<file path="config.mk">
export PLATFORM = sky130hd
export DESIGN_NAME = esp_dev_flat
export DESIGN_NICKNAME = d
export VERILOG_FILES = /design/src/esp_pkg.sv /design/src/esp_spi_if.sv /design/src/esp_dev.sv /design/src/flat_wrapper.sv
export SDC_FILE = /design/constraint.sdc
export NUM_CORES = 1
export LEC_CHECK = 0
export ABC_AREA = 1
export BUFFER_PORTS_ARGS = -buffer_cell sky130_fd_sc_hd__buf_2
export CORE_ASPECT_RATIO = 0.5
export CORE_MARGIN = 1.5
export CORE_UTILIZATION = 40
export CTS_BUF_LIST = sky130_fd_sc_hd__clkbuf_4 sky130_fd_sc_hd__clkbuf_8
export CTS_CLUSTER_SIZE = 30
export DETAILED_ROUTE_END_ITERATION = 10
export SKIP_CTS_REPAIR_TIMING = 1
export SLEW_MARGIN = 40
export SYNTH_ARGS = -nofsm -noshare
export SYNTH_HDL_FRONTEND = slang
export SYNTH_SLANG_ARGS = --single-unit
</file>
<file path="constraint.sdc">
create_clock -name ref_clk -period 5.3 [get_ports ref_clk]
set_input_delay 0.795 -clock ref_clk [delete_from_list [all_inputs] [get_ports ref_clk]]
set_output_delay 0.795 -clock ref_clk [all_outputs]
set_load 0.01 [all_outputs]
</file>
<file path="src/esp_pkg.sv">
package esp_pkg;
	// Link opcodes
	localparam logic [7:0] OP_ECC_RD  = 8'h18;
	localparam logic [7:0] OP_CFG_RD  = 8'h2b;
	localparam logic [7:0] OP_CFG_PG  = 8'h2f;
	localparam logic [7:0] OP_KEY_RD  = 8'he7;
	localparam logic [7:0] OP_KEY_PG  = 8'he8;
	localparam logic [7:0] OP_LOCK_RD = 8'ha7;
	localparam logic [7:0] OP_LOCK_WR = 8'ha6;

	// Mode configuration word
	localparam logic [15:0] CFG_RESET   = 16'hffff;
	localparam int          SECRET_BIT  = 2;
	localparam int          PERSIST_BIT = 1;
	localparam logic [63:0] KEY_RESET   = 64'hffff_ffff_ffff_ffff;

	// ECC units and status layout
	localparam int          NUM_UNITS    = 16;
	localparam int          UNIT_W       = 4;
	localparam int          UNIT_BYTES   = 16;
	localparam int          ECC_CODE_BIT = 2;
	localparam int          ECC_DATA_BIT = 1;
	localparam int          ECC_OFF_BIT  = 0;
	localparam logic [2:0]  ECC_RESET    = 3'h0;
	localparam logic [4:0]  ECC_RSVD     = 5'h00;

	// Transfer layout: opcode plus the longest field in each direction
	localparam logic [3:0]  LAST_IDX = 4'hf;
	localparam logic [3:0]  CFG_PG_LAST  = 4'h2;
	localparam logic [3:0]  KEY_PG_LAST  = 4'h8;
	localparam logic [3:0]  LOCK_WR_LAST = 4'h1;

	// Link clock made by the host from ref_clk
	localparam int         CLK_PERIOD_NS = 100;
	localparam int         SCK_PERIOD_NS = 1600;
	localparam logic [3:0] SCK_HALF =
		4'(SCK_PERIOD_NS / (2 * CLK_PERIOD_NS));
	localparam logic [3:0] SCK_LAST =
		4'(SCK_PERIOD_NS / CLK_PERIOD_NS - 1);

	// Host APB register map
	localparam logic [7:0] A_CTRL = 8'h00;
	localparam logic [7:0] A_TXLO = 8'h04;
	localparam logic [7:0] A_TXHI = 8'h08;
	localparam logic [7:0] A_RXLO = 8'h0c;
	localparam logic [7:0] A_RXHI = 8'h10;
	localparam logic [7:0] A_STAT = 8'h14;
	localparam logic [7:0] A_INTS = 8'h18;
	localparam logic [7:0] A_INTM = 8'h1c;
	localparam int         INT_DONE = 0;
	localparam int         INT_BUSY = 1;
endpackage

</file>
<file path="src/esp_spi_if.sv">
`timescale 1ns/1ps
interface esp_spi_if;
	logic sck;
	logic cs_n;
	logic mosi;
	logic miso;
	modport host (output sck, output cs_n, output mosi, input miso);
	modport dev (input sck, input cs_n, input mosi, output miso);
endinterface

</file>
<file path="src/esp_dev.sv">
// The APB register port and the address map were decided locally.
`timescale 1ns/1ps
// Behaviour
// - ECC read: opcode, unit address, status byte
// - Status kept separately per 16-byte unit
// - Bit 2 flags check code error
// - Bit 1 flags corrected data error
// - Bit 0 flags correction disabled
// - Status bits reset to zero, hardware set
// - No host write path to ECC status
// - Host ignores ECC status bits 7..3
// - 16-bit OTP mode word, read and program
// - Clearing bit 2 selects secret mode
// - Clearing bit 1 selects persistent mode
// - Never both mode bits cleared
// - 64-bit OTP key, erased all ones
// - Lock zero refuses array changes until reset
// - Lock one allows array changes
// - Lock read/write opcodes, bits 7..1 zero
module esp_dev (
	input  wire logic                            ref_clk,
	input  wire logic                            rst_n,
	esp_spi_if.dev                               spi,
	input  wire logic                            hw_reset_n,
	input  wire logic                            ecc_upd_valid,
	input  wire logic [esp_pkg::UNIT_W-1:0]      ecc_upd_unit,
	input  wire logic [2:0]                      ecc_upd_bits,
	input  wire logic                            ppb_change_req,
	output logic                                 array_lock_bit,
	output logic                                 ppb_granted,
	output logic                                 ppb_refused,
	output logic                                 cfg_prog_refused,
	output logic                                 secret_mode_lock_n,
	output logic                                 persistent_mode_lock_n
);
	typedef struct packed {
		logic [2:0]                                 sck_s;
		logic [1:0]                                 cs_s;
		logic [1:0]                                 mosi_s;
		logic [1:0]                                 hwr_s;
		logic [2:0]                                 bitcnt;
		logic [3:0]                                 idx;
		logic [7:0]                                 op;
		logic [7:0]                                 in_sr;
		logic [7:0]                                 out_sr;
		logic [55:0]                                acc;
		logic                                       miso;
		logic [15:0]                                cfg;
		logic [63:0]                                key;
		logic                                       lock;
		logic [esp_pkg::NUM_UNITS-1:0][2:0]         ecc;
		logic                                       granted;
		logic                                       refused;
		logic                                       cfg_refused;
	} esp_dev_state_t;

	esp_dev_state_t r_reg;
	esp_dev_state_t r_next;

	// Byte to send after the byte with index idx has completed
	function automatic logic [7:0] esp_resp(
		input esp_dev_state_t s,
		input logic [7:0]     op,
		input logic [3:0]     idx,
		input logic [7:0]     data
	);
		logic [7:0] v;
		v = 8'h00;
		case (op)
			esp_pkg::OP_ECC_RD:
			begin
				if (idx == 4'h1)
					v = {esp_pkg::ECC_RSVD,
						s.ecc[data[esp_pkg::UNIT_W-1:0]]};
			end
			esp_pkg::OP_CFG_RD:
			begin
				if (idx == 4'h0)
					v = s.cfg[15:8];
				else if (idx == 4'h1)
					v = s.cfg[7:0];
			end
			esp_pkg::OP_KEY_RD:
			begin
				// Hidden key reads as erased, not as an error
				if (idx < 4'h8)
					v = s.cfg[esp_pkg::SECRET_BIT] ?
						s.key[(4'h7 - idx) * 8 +: 8] : 8'hff;
			end
			esp_pkg::OP_LOCK_RD:
			begin
				if (idx == 4'h0)
					v = {7'h00, s.lock};
			end
			default:
				v = 8'h00;
		endcase
		return v;
	endfunction

	always_comb
	begin
		logic [7:0]  byte_in;
		logic [7:0]  cur_op;
		logic [15:0] new_cfg;
		logic        rise;
		logic        fall;
		byte_in = 8'h00;
		cur_op  = 8'h00;
		new_cfg = 16'h0000;
		rise    = r_reg.sck_s[1] & ~r_reg.sck_s[2];
		fall    = ~r_reg.sck_s[1] & r_reg.sck_s[2];
		r_next  = r_reg;
		r_next.sck_s  = {r_reg.sck_s[1:0], spi.sck};
		r_next.cs_s   = {r_reg.cs_s[0], spi.cs_n};
		r_next.mosi_s = {r_reg.mosi_s[0], spi.mosi};
		r_next.hwr_s  = {r_reg.hwr_s[0], hw_reset_n};
		r_next.granted     = 1'b0;
		r_next.refused     = 1'b0;
		r_next.cfg_refused = 1'b0;

		if (r_reg.cs_s[1])
		begin
			r_next.bitcnt = 3'h0;
			r_next.idx    = 4'h0;
			r_next.out_sr = 8'h00;
		end
		else
		begin
			if (rise)
			begin
				byte_in       = {r_reg.in_sr[6:0], r_reg.mosi_s[1]};
				r_next.in_sr  = byte_in;
				r_next.bitcnt = r_reg.bitcnt + 3'h1;
				if (r_reg.bitcnt == 3'h7)
				begin
					cur_op = (r_reg.idx == 4'h0) ? byte_in : r_reg.op;
					r_next.op     = cur_op;
					r_next.out_sr = esp_resp(r_reg, cur_op, r_reg.idx,
						byte_in);
					r_next.acc    = {r_reg.acc[47:0], byte_in};
					if (r_reg.idx != esp_pkg::LAST_IDX)
						r_next.idx = r_reg.idx + 4'h1;
					// Programming acts on the last data byte
					if (cur_op == esp_pkg::OP_CFG_PG &&
						r_reg.idx == esp_pkg::CFG_PG_LAST)
					begin
						// OTP: bits only ever go from one to zero
						new_cfg = r_reg.cfg & {r_reg.acc[7:0], byte_in};
						if (!new_cfg[esp_pkg::SECRET_BIT] &&
							!new_cfg[esp_pkg::PERSIST_BIT])
							r_next.cfg_refused = 1'b1;
						else
							r_next.cfg = new_cfg;
					end
					if (cur_op == esp_pkg::OP_KEY_PG &&
						r_reg.idx == esp_pkg::KEY_PG_LAST &&
						r_reg.cfg[esp_pkg::SECRET_BIT])
						r_next.key = r_reg.key & {r_reg.acc, byte_in};
					if (cur_op == esp_pkg::OP_LOCK_WR &&
						r_reg.idx == esp_pkg::LOCK_WR_LAST &&
						!byte_in[0])
						r_next.lock = 1'b0;
				end
			end
			if (fall)
			begin
				r_next.miso   = r_reg.out_sr[7];
				r_next.out_sr = {r_reg.out_sr[6:0], 1'b0};
			end
		end

		// Hardware reset reloads the lock from the selected mode
		if (!r_reg.hwr_s[1])
		begin
			r_next.lock   = r_reg.cfg[esp_pkg::SECRET_BIT];
			r_next.bitcnt = 3'h0;
			r_next.idx    = 4'h0;
		end

		// Only the correction logic writes unit status
		if (ecc_upd_valid)
			r_next.ecc[ecc_upd_unit] = ecc_upd_bits;

		if (ppb_change_req)
		begin
			if (r_reg.lock)
				r_next.granted = 1'b1;
			else
				r_next.refused = 1'b1;
		end
	end

	always_ff @(posedge ref_clk or negedge rst_n)
	begin
		if (!rst_n)
		begin
			r_reg       <= '0;
			r_reg.cs_s  <= 2'h3;
			r_reg.hwr_s <= 2'h3;
			r_reg.cfg   <= esp_pkg::CFG_RESET;
			r_reg.key   <= esp_pkg::KEY_RESET;
			r_reg.lock  <= 1'b1;
			r_reg.ecc   <= {esp_pkg::NUM_UNITS{esp_pkg::ECC_RESET}};
		end
		else
			r_reg <= r_next;
	end

	assign spi.miso               = r_reg.miso;
	assign array_lock_bit         = r_reg.lock;
	assign ppb_granted            = r_reg.granted;
	assign ppb_refused            = r_reg.refused;
	assign cfg_prog_refused       = r_reg.cfg_refused;
	assign secret_mode_lock_n     = r_reg.cfg[esp_pkg::SECRET_BIT];
	assign persistent_mode_lock_n = r_reg.cfg[esp_pkg::PERSIST_BIT];
endmodule // esp_dev

</file>
<file path="src/flat_wrapper.sv">
// flat-port wrapper written by rule: the top's interface ports become plain ports
module esp_dev_flat 
  (ref_clk, rst_n, hw_reset_n, ecc_upd_valid, ecc_upd_unit, ecc_upd_bits, ppb_change_req, array_lock_bit, ppb_granted, ppb_refused, cfg_prog_refused, secret_mode_lock_n, persistent_mode_lock_n, spi_sck, spi_cs_n, spi_mosi, spi_miso);
  esp_spi_if spi_i ();
  input  wire logic ref_clk;
  input  wire logic rst_n;
  input  wire logic hw_reset_n;
  input  wire logic ecc_upd_valid;
  input  wire logic [esp_pkg::UNIT_W-1:0] ecc_upd_unit;
  input  wire logic [2:0] ecc_upd_bits;
  input  wire logic ppb_change_req;
  output logic array_lock_bit;
  output logic ppb_granted;
  output logic ppb_refused;
  output logic cfg_prog_refused;
  output logic secret_mode_lock_n;
  output logic persistent_mode_lock_n;
  input wire logic [$bits(spi_i.sck)-1:0] spi_sck;
  input wire logic [$bits(spi_i.cs_n)-1:0] spi_cs_n;
  input wire logic [$bits(spi_i.mosi)-1:0] spi_mosi;
  output wire logic [$bits(spi_i.miso)-1:0] spi_miso;
  assign spi_i.sck = spi_sck;
  assign spi_i.cs_n = spi_cs_n;
  assign spi_i.mosi = spi_mosi;
  assign spi_miso = spi_i.miso;
  esp_dev u_core (.ref_clk(ref_clk), .rst_n(rst_n), .spi(spi_i), .hw_reset_n(hw_reset_n), .ecc_upd_valid(ecc_upd_valid), .ecc_upd_unit(ecc_upd_unit), .ecc_upd_bits(ecc_upd_bits), .ppb_change_req(ppb_change_req), .array_lock_bit(array_lock_bit), .ppb_granted(ppb_granted), .ppb_refused(ppb_refused), .cfg_prog_refused(cfg_prog_refused), .secret_mode_lock_n(secret_mode_lock_n), .persistent_mode_lock_n(persistent_mode_lock_n));
endmodule
</file>
== After elaboration in Yosys (flattened, before gate mapping) ==
Index checks and enable logic that the tools add are counted.
Cells by class
  $add $sub $neg: 3
  magnitude comparators: 4
  equal/unequal tests: 19
  shift operators: 1
  multiplexer cells: 34
  bitwise gates (word level): 8
  reductions and logical operators: 21
Operators with widths (count)
  87-bit 2-to-1 mux: 1
  64-bit AND: 1
  64-bit 2-to-1 mux: 1
  64-bit by 33-bit indexed part select with 8-bit output: 1
  8-bit 2-to-1 mux: 7
  48-bit bitwise mux: 1
  8-bit == test, second input constant: 4
  8-bit one-hot mux with 4 select lines: 1
  16-bit AND: 1
  8-bit by 6-bit == test with 1-bit output, second input constant: 2
  7-bit 2-to-1 mux: 2
  1-bit 2-to-1 mux: 13
  3-bit binary-select mux with 4-bit select: 1
  3-bit demux with 4-bit select: 1
  12-bit 2-to-1 mux: 1
  4-bit by 5-bit less-than comparator with 1-bit output, second input constant: 2
  3-bit 2-to-1 mux: 3
  3-bit by 2-bit inequality test with 1-bit output, second input constant: 3
  8-bit by 5-bit == test with 1-bit output, second input constant: 1
  2-bit inequality test, second input constant: 4
  4-bit AND reduction: 2
  1-bit logical AND: 7
  2-bit AND reduction: 3
  3-bit AND reduction: 2
  other kinds (18): 25
Word-level totals
  bits in registers: 229
  input port bits: 15
  output and inout bits: 7
  logic and storage cells: 123

== Depth between registers and ports, before layout ==
  depth after elaboration: 10
  gate-level depth with buffers: 17
  gate-level depth less buffers: 14

== Least setup slack after synthesis ==
OpenSTA, ideal clock, no wires.
  path type: flip-flop to flip-flop
  start: register u_core.r_reg[213] in the netlist's numbering
  end: register u_core.r_reg[53] in the netlist's numbering
  setup time: 0.086 ns
  arrival: 2.543 ns
  required time: 5.214 ns
  path slack: 2.671 ns
  stages on the path, launching flop included: 12
  buffers on the path: 4
  period minus slack after synthesis: 2.629 ns
  cell sequence: dfrtp_1 > clkbuf_1 > inv_1 > clkbuf_1 > ha_1 > buf_2 > nand3_1 > nand2_2 > nand2_4 > nor4_4 > buf_6 > a21oi_2
On the way
  longest elaborated chain between the ends: 6
  elaborated cells on any way between the ends: 7
  those cells by class: eq/ne (2); mux (1); reduce/logical (4)
RTL lines
  start, declared: line esp_dev.sv:57  | esp_dev_state_t r_reg;
  start signal, assigned: line esp_dev.sv:207  | r_reg <= r_next;
  4-bit logical NOT: line esp_dev.sv:137  | cur_op = (r_reg.idx == 4'h0) ? byte_in : r_reg.op;
  8-bit 2-to-1 mux: line esp_dev.sv:137
  8-bit == test: line esp_dev.sv:156  | if (cur_op == esp_pkg::OP_KEY_PG &&
  1-bit logical AND *: line esp_dev.sv:156
  1-bit logical AND *: line esp_dev.sv:157  | r_reg.idx == esp_pkg::KEY_PG_LAST &&
  4-bit AND reduction (no line) *
Mark *: on every way between the ends. The rest lies on a longest branch, timed or not.
A chain may end at the register's enable or synchronous reset.

== Final worst setup path ==
  start: register u_core.r_reg[213] in the netlist's numbering
  end: register u_core.r_reg[55] in the netlist's numbering
The elaborated chain is that of the path after synthesis.

==> impl_metrics.toml <==
[status]
run_status = "finished clean"

[synth]
yosysWarningCount = 0
syn-cell-area_um2 = 10470
ys_ff_latch = 228
syn_nets = 1237
avgSynthCellArea_um2 = 8.621
yosysSeqAreaShare = 0.5553
synth_cells = 1214
yosysUniqueCellTypes = 34

[routing]
totalWireLength_um = 23590
num_vias = 7877
viasPerCell = 4.923
drt_iter0_drc = 440
post-route-drc-count = 0
wl_per_cell_um = 14.74
firstDrtPassIters = 5
ant_nets = 0

[run]
maxCapViolCount = 0

[placed_design]
placed_cells = 1536
port_buffers = 21
dp_hpwl_um = 15360
place_congestion = 0.8636

[layout]
largest_reg_flops = 216
n_antenna_cell = 0
syn_to_final_growth_pct = 11.62
stdcell_count = 1600
fin_nets = 1253
drive_gt1_frac = 0.1895

[floorplanning]
die_h_um = 117.4
core_um2 = 25440
row_count = 41
die_x_um = 231.8
io-pin-count = 22
die_area_um2 = 27200
start_util = 0.4113

[grt]
grt_pass1_wl_um = 40590
antenna_found_initial = 0
grt_usage = 0.1832
grt_pass1_vias = 8044
grt_max_degree = 92
gr-total-overflow = 0

[clock_network]
h-tree-depth = 2
numCtsBuffers = 36
clk_pin_slew_ns = 0.06
clock_sinks = 228
cts_tree = "yes"
clkLatencyLatePin_ns = 0.54
cts_buffer_depth = 3
cts_root_buf = "clkbuf_8"

[timing]
grt_setup_unrepaired = "no"
tns_ns = 0
finalHoldViolCount = 0
fin_crit_ns = 3.328
finalSetupViolations = 0
worstMarginPinSlew_ns = 0.7215
fmax_mhz = 300.5
relSlewSlack = 0.5185
final_max_slew_viol_count = 0
fin_skew_ns = 0.04012
finalCritPeriodShare = 0.6280

[pwr]
irDropWorstVdd_mv = 0.1939
leakage_uw = 0.005216
power_density_nw_per_um2 = 329.9

[setup_path]
crit_arrival_ns = 3.75
path_cells = "inv_1 -> ha_1 -> nand2_2 -> nand2_4 -> nand2_4 -> nor2_2 -> nand2_2 -> nor4_4 -> buf_12 -> a21boi_0"
critPathLaunchType = "register"
r2r_cells = 10
slowest_delay_ns = 0.65
endpoint_kind = "register"
criticalPathCategory = "reg2reg"
critPathRequiredTime_ns = 5.73
cp_slowest_cell = "ha_1"
path_max_fanout = 64

[min_path]
hold_class = "in2async"
==> where the power goes <==
group | internal [µW] | switching, µW | leakage (µW)
combinational | 104 | 220 | 0.00201
sequential | 1840 | 63.6 | 0.00279
clock | 935 | 691 | 0.000424
total | 2880 | 975 | 0.00522
==> worst paths after layout <==
check	startpoint	end	slack (ns)
worst min register to register	u_core.r_next[227]	u_core.r_next[228]	0.34
max in group asynchronous	rst_n	u_core.r_reg[106]	4.16
worst min-delay path	rst_n	u_core.r_reg[30]	0.08
min in group ref_clk	u_core.r_next[227]	u_core.r_next[228]	0.34
worst max-delay path	u_core.r_reg[213]	u_core.r_reg[55]	1.97
worst max register to register	u_core.r_reg[213]	u_core.r_reg[55]	1.97
==> per-layer routing <==
layer | global-route usage | up-vias | wire [µm]
li1 | - | 3884 | -
met1 | 0.2584 | 3808 | 11560
met2 | 0.2845 | 152 | 10560
met3 | 0.03721 | 33 | 1116
met4 | 0.05398 | 0 | 360
met5 | 0 | - | 0
==> cells in the mapped netlist, drive strengths merged <==
library cell | number | area share
o22ai | 21 | 0.013
a21oi | 84 | 0.050
a41oi | 1 | 0.00084
nand3 | 68 | 0.033
nor4 | 2 | 0.0026
o21ai | 149 | 0.071
nor2 | 43 | 0.017
nand2 | 319 | 0.12
nand4 | 5 | 0.0030
dfstp | 85 | 0.21
inv | 198 | 0.071
buf | 17 | 0.013
dfrtp | 143 | 0.34
xnor2 | 1 | 0.00084
clkinv | 1 | 0.00036
a31oi | 1 | 0.00060
a21boi | 20 | 0.020
clkbuf | 34 | 0.012
ha | 8 | 0.0096
nor3 | 7 | 0.0033
o211ai | 7 | 0.0050
==> critical path: cells and delay by family (launching register included) <==
| family | cells | cell delay (ns) |
|---|---|---|
| simple gates | 6 | 1.03 |
| flops | 1 | 0.37 |
| compound gates | 1 | 0.18 |
| buf+inv | 2 | 0.90 |
| fa+ha+maj | 1 | 0.65 |
==> cells in the final DEF (no fill, tap or decap), drive strengths merged, types with 8 or more instances in the layout <==
cell type	netlist	routed
a21boi	20	20
nand2	319	319
a21oi	84	84
o22ai	21	21
ha	8	8
nand3	68	68
inv	198	199
buf	17	29
o21ai	149	149
clkbuf	34	60
dfrtp	143	143
nor2	43	43
dfstp	85	85
==> stage by stage <==
stage               utilization  instance area (µm²)  setup slack, ns  total power [µW]  hold slack, ns
detailed placement       0.4278                10890            1.996              2257          0.3395
finish                   0.4591                11680            1.972              3854         0.07530
CTS                      0.4590                11680            1.973              3909         0.04264
global route             0.4591                11680            1.583              4058         0.04486
floorplan                     -                10470            2.671              2120          0.3312
global placement         0.4254                10820            2.092              2243          0.3320
==> cell families after synthesis <==
kind of cell | count (synthesis) | share of synthesized area
flops | 228 | 0.5553
buf+inv | 250 | 0.09683
compound gates | 283 | 0.1602
fa+ha+maj | 8 | 0.009564
simple gates | 444 | 0.1773
xor+xnor | 1 | 0.0008370
==> layout make-up <==
class                      instances  area [µm²]
clock buffer                      60       744.5
clock inverter                     4       48.80
fill                            2518       13760
inverter                         199       747.0
multi-input combinational        736        3656
sequential                       228        5812
tap                              344       430.4
timing repair buffer              29       244.0
Power figures use the tool's default switching activity.
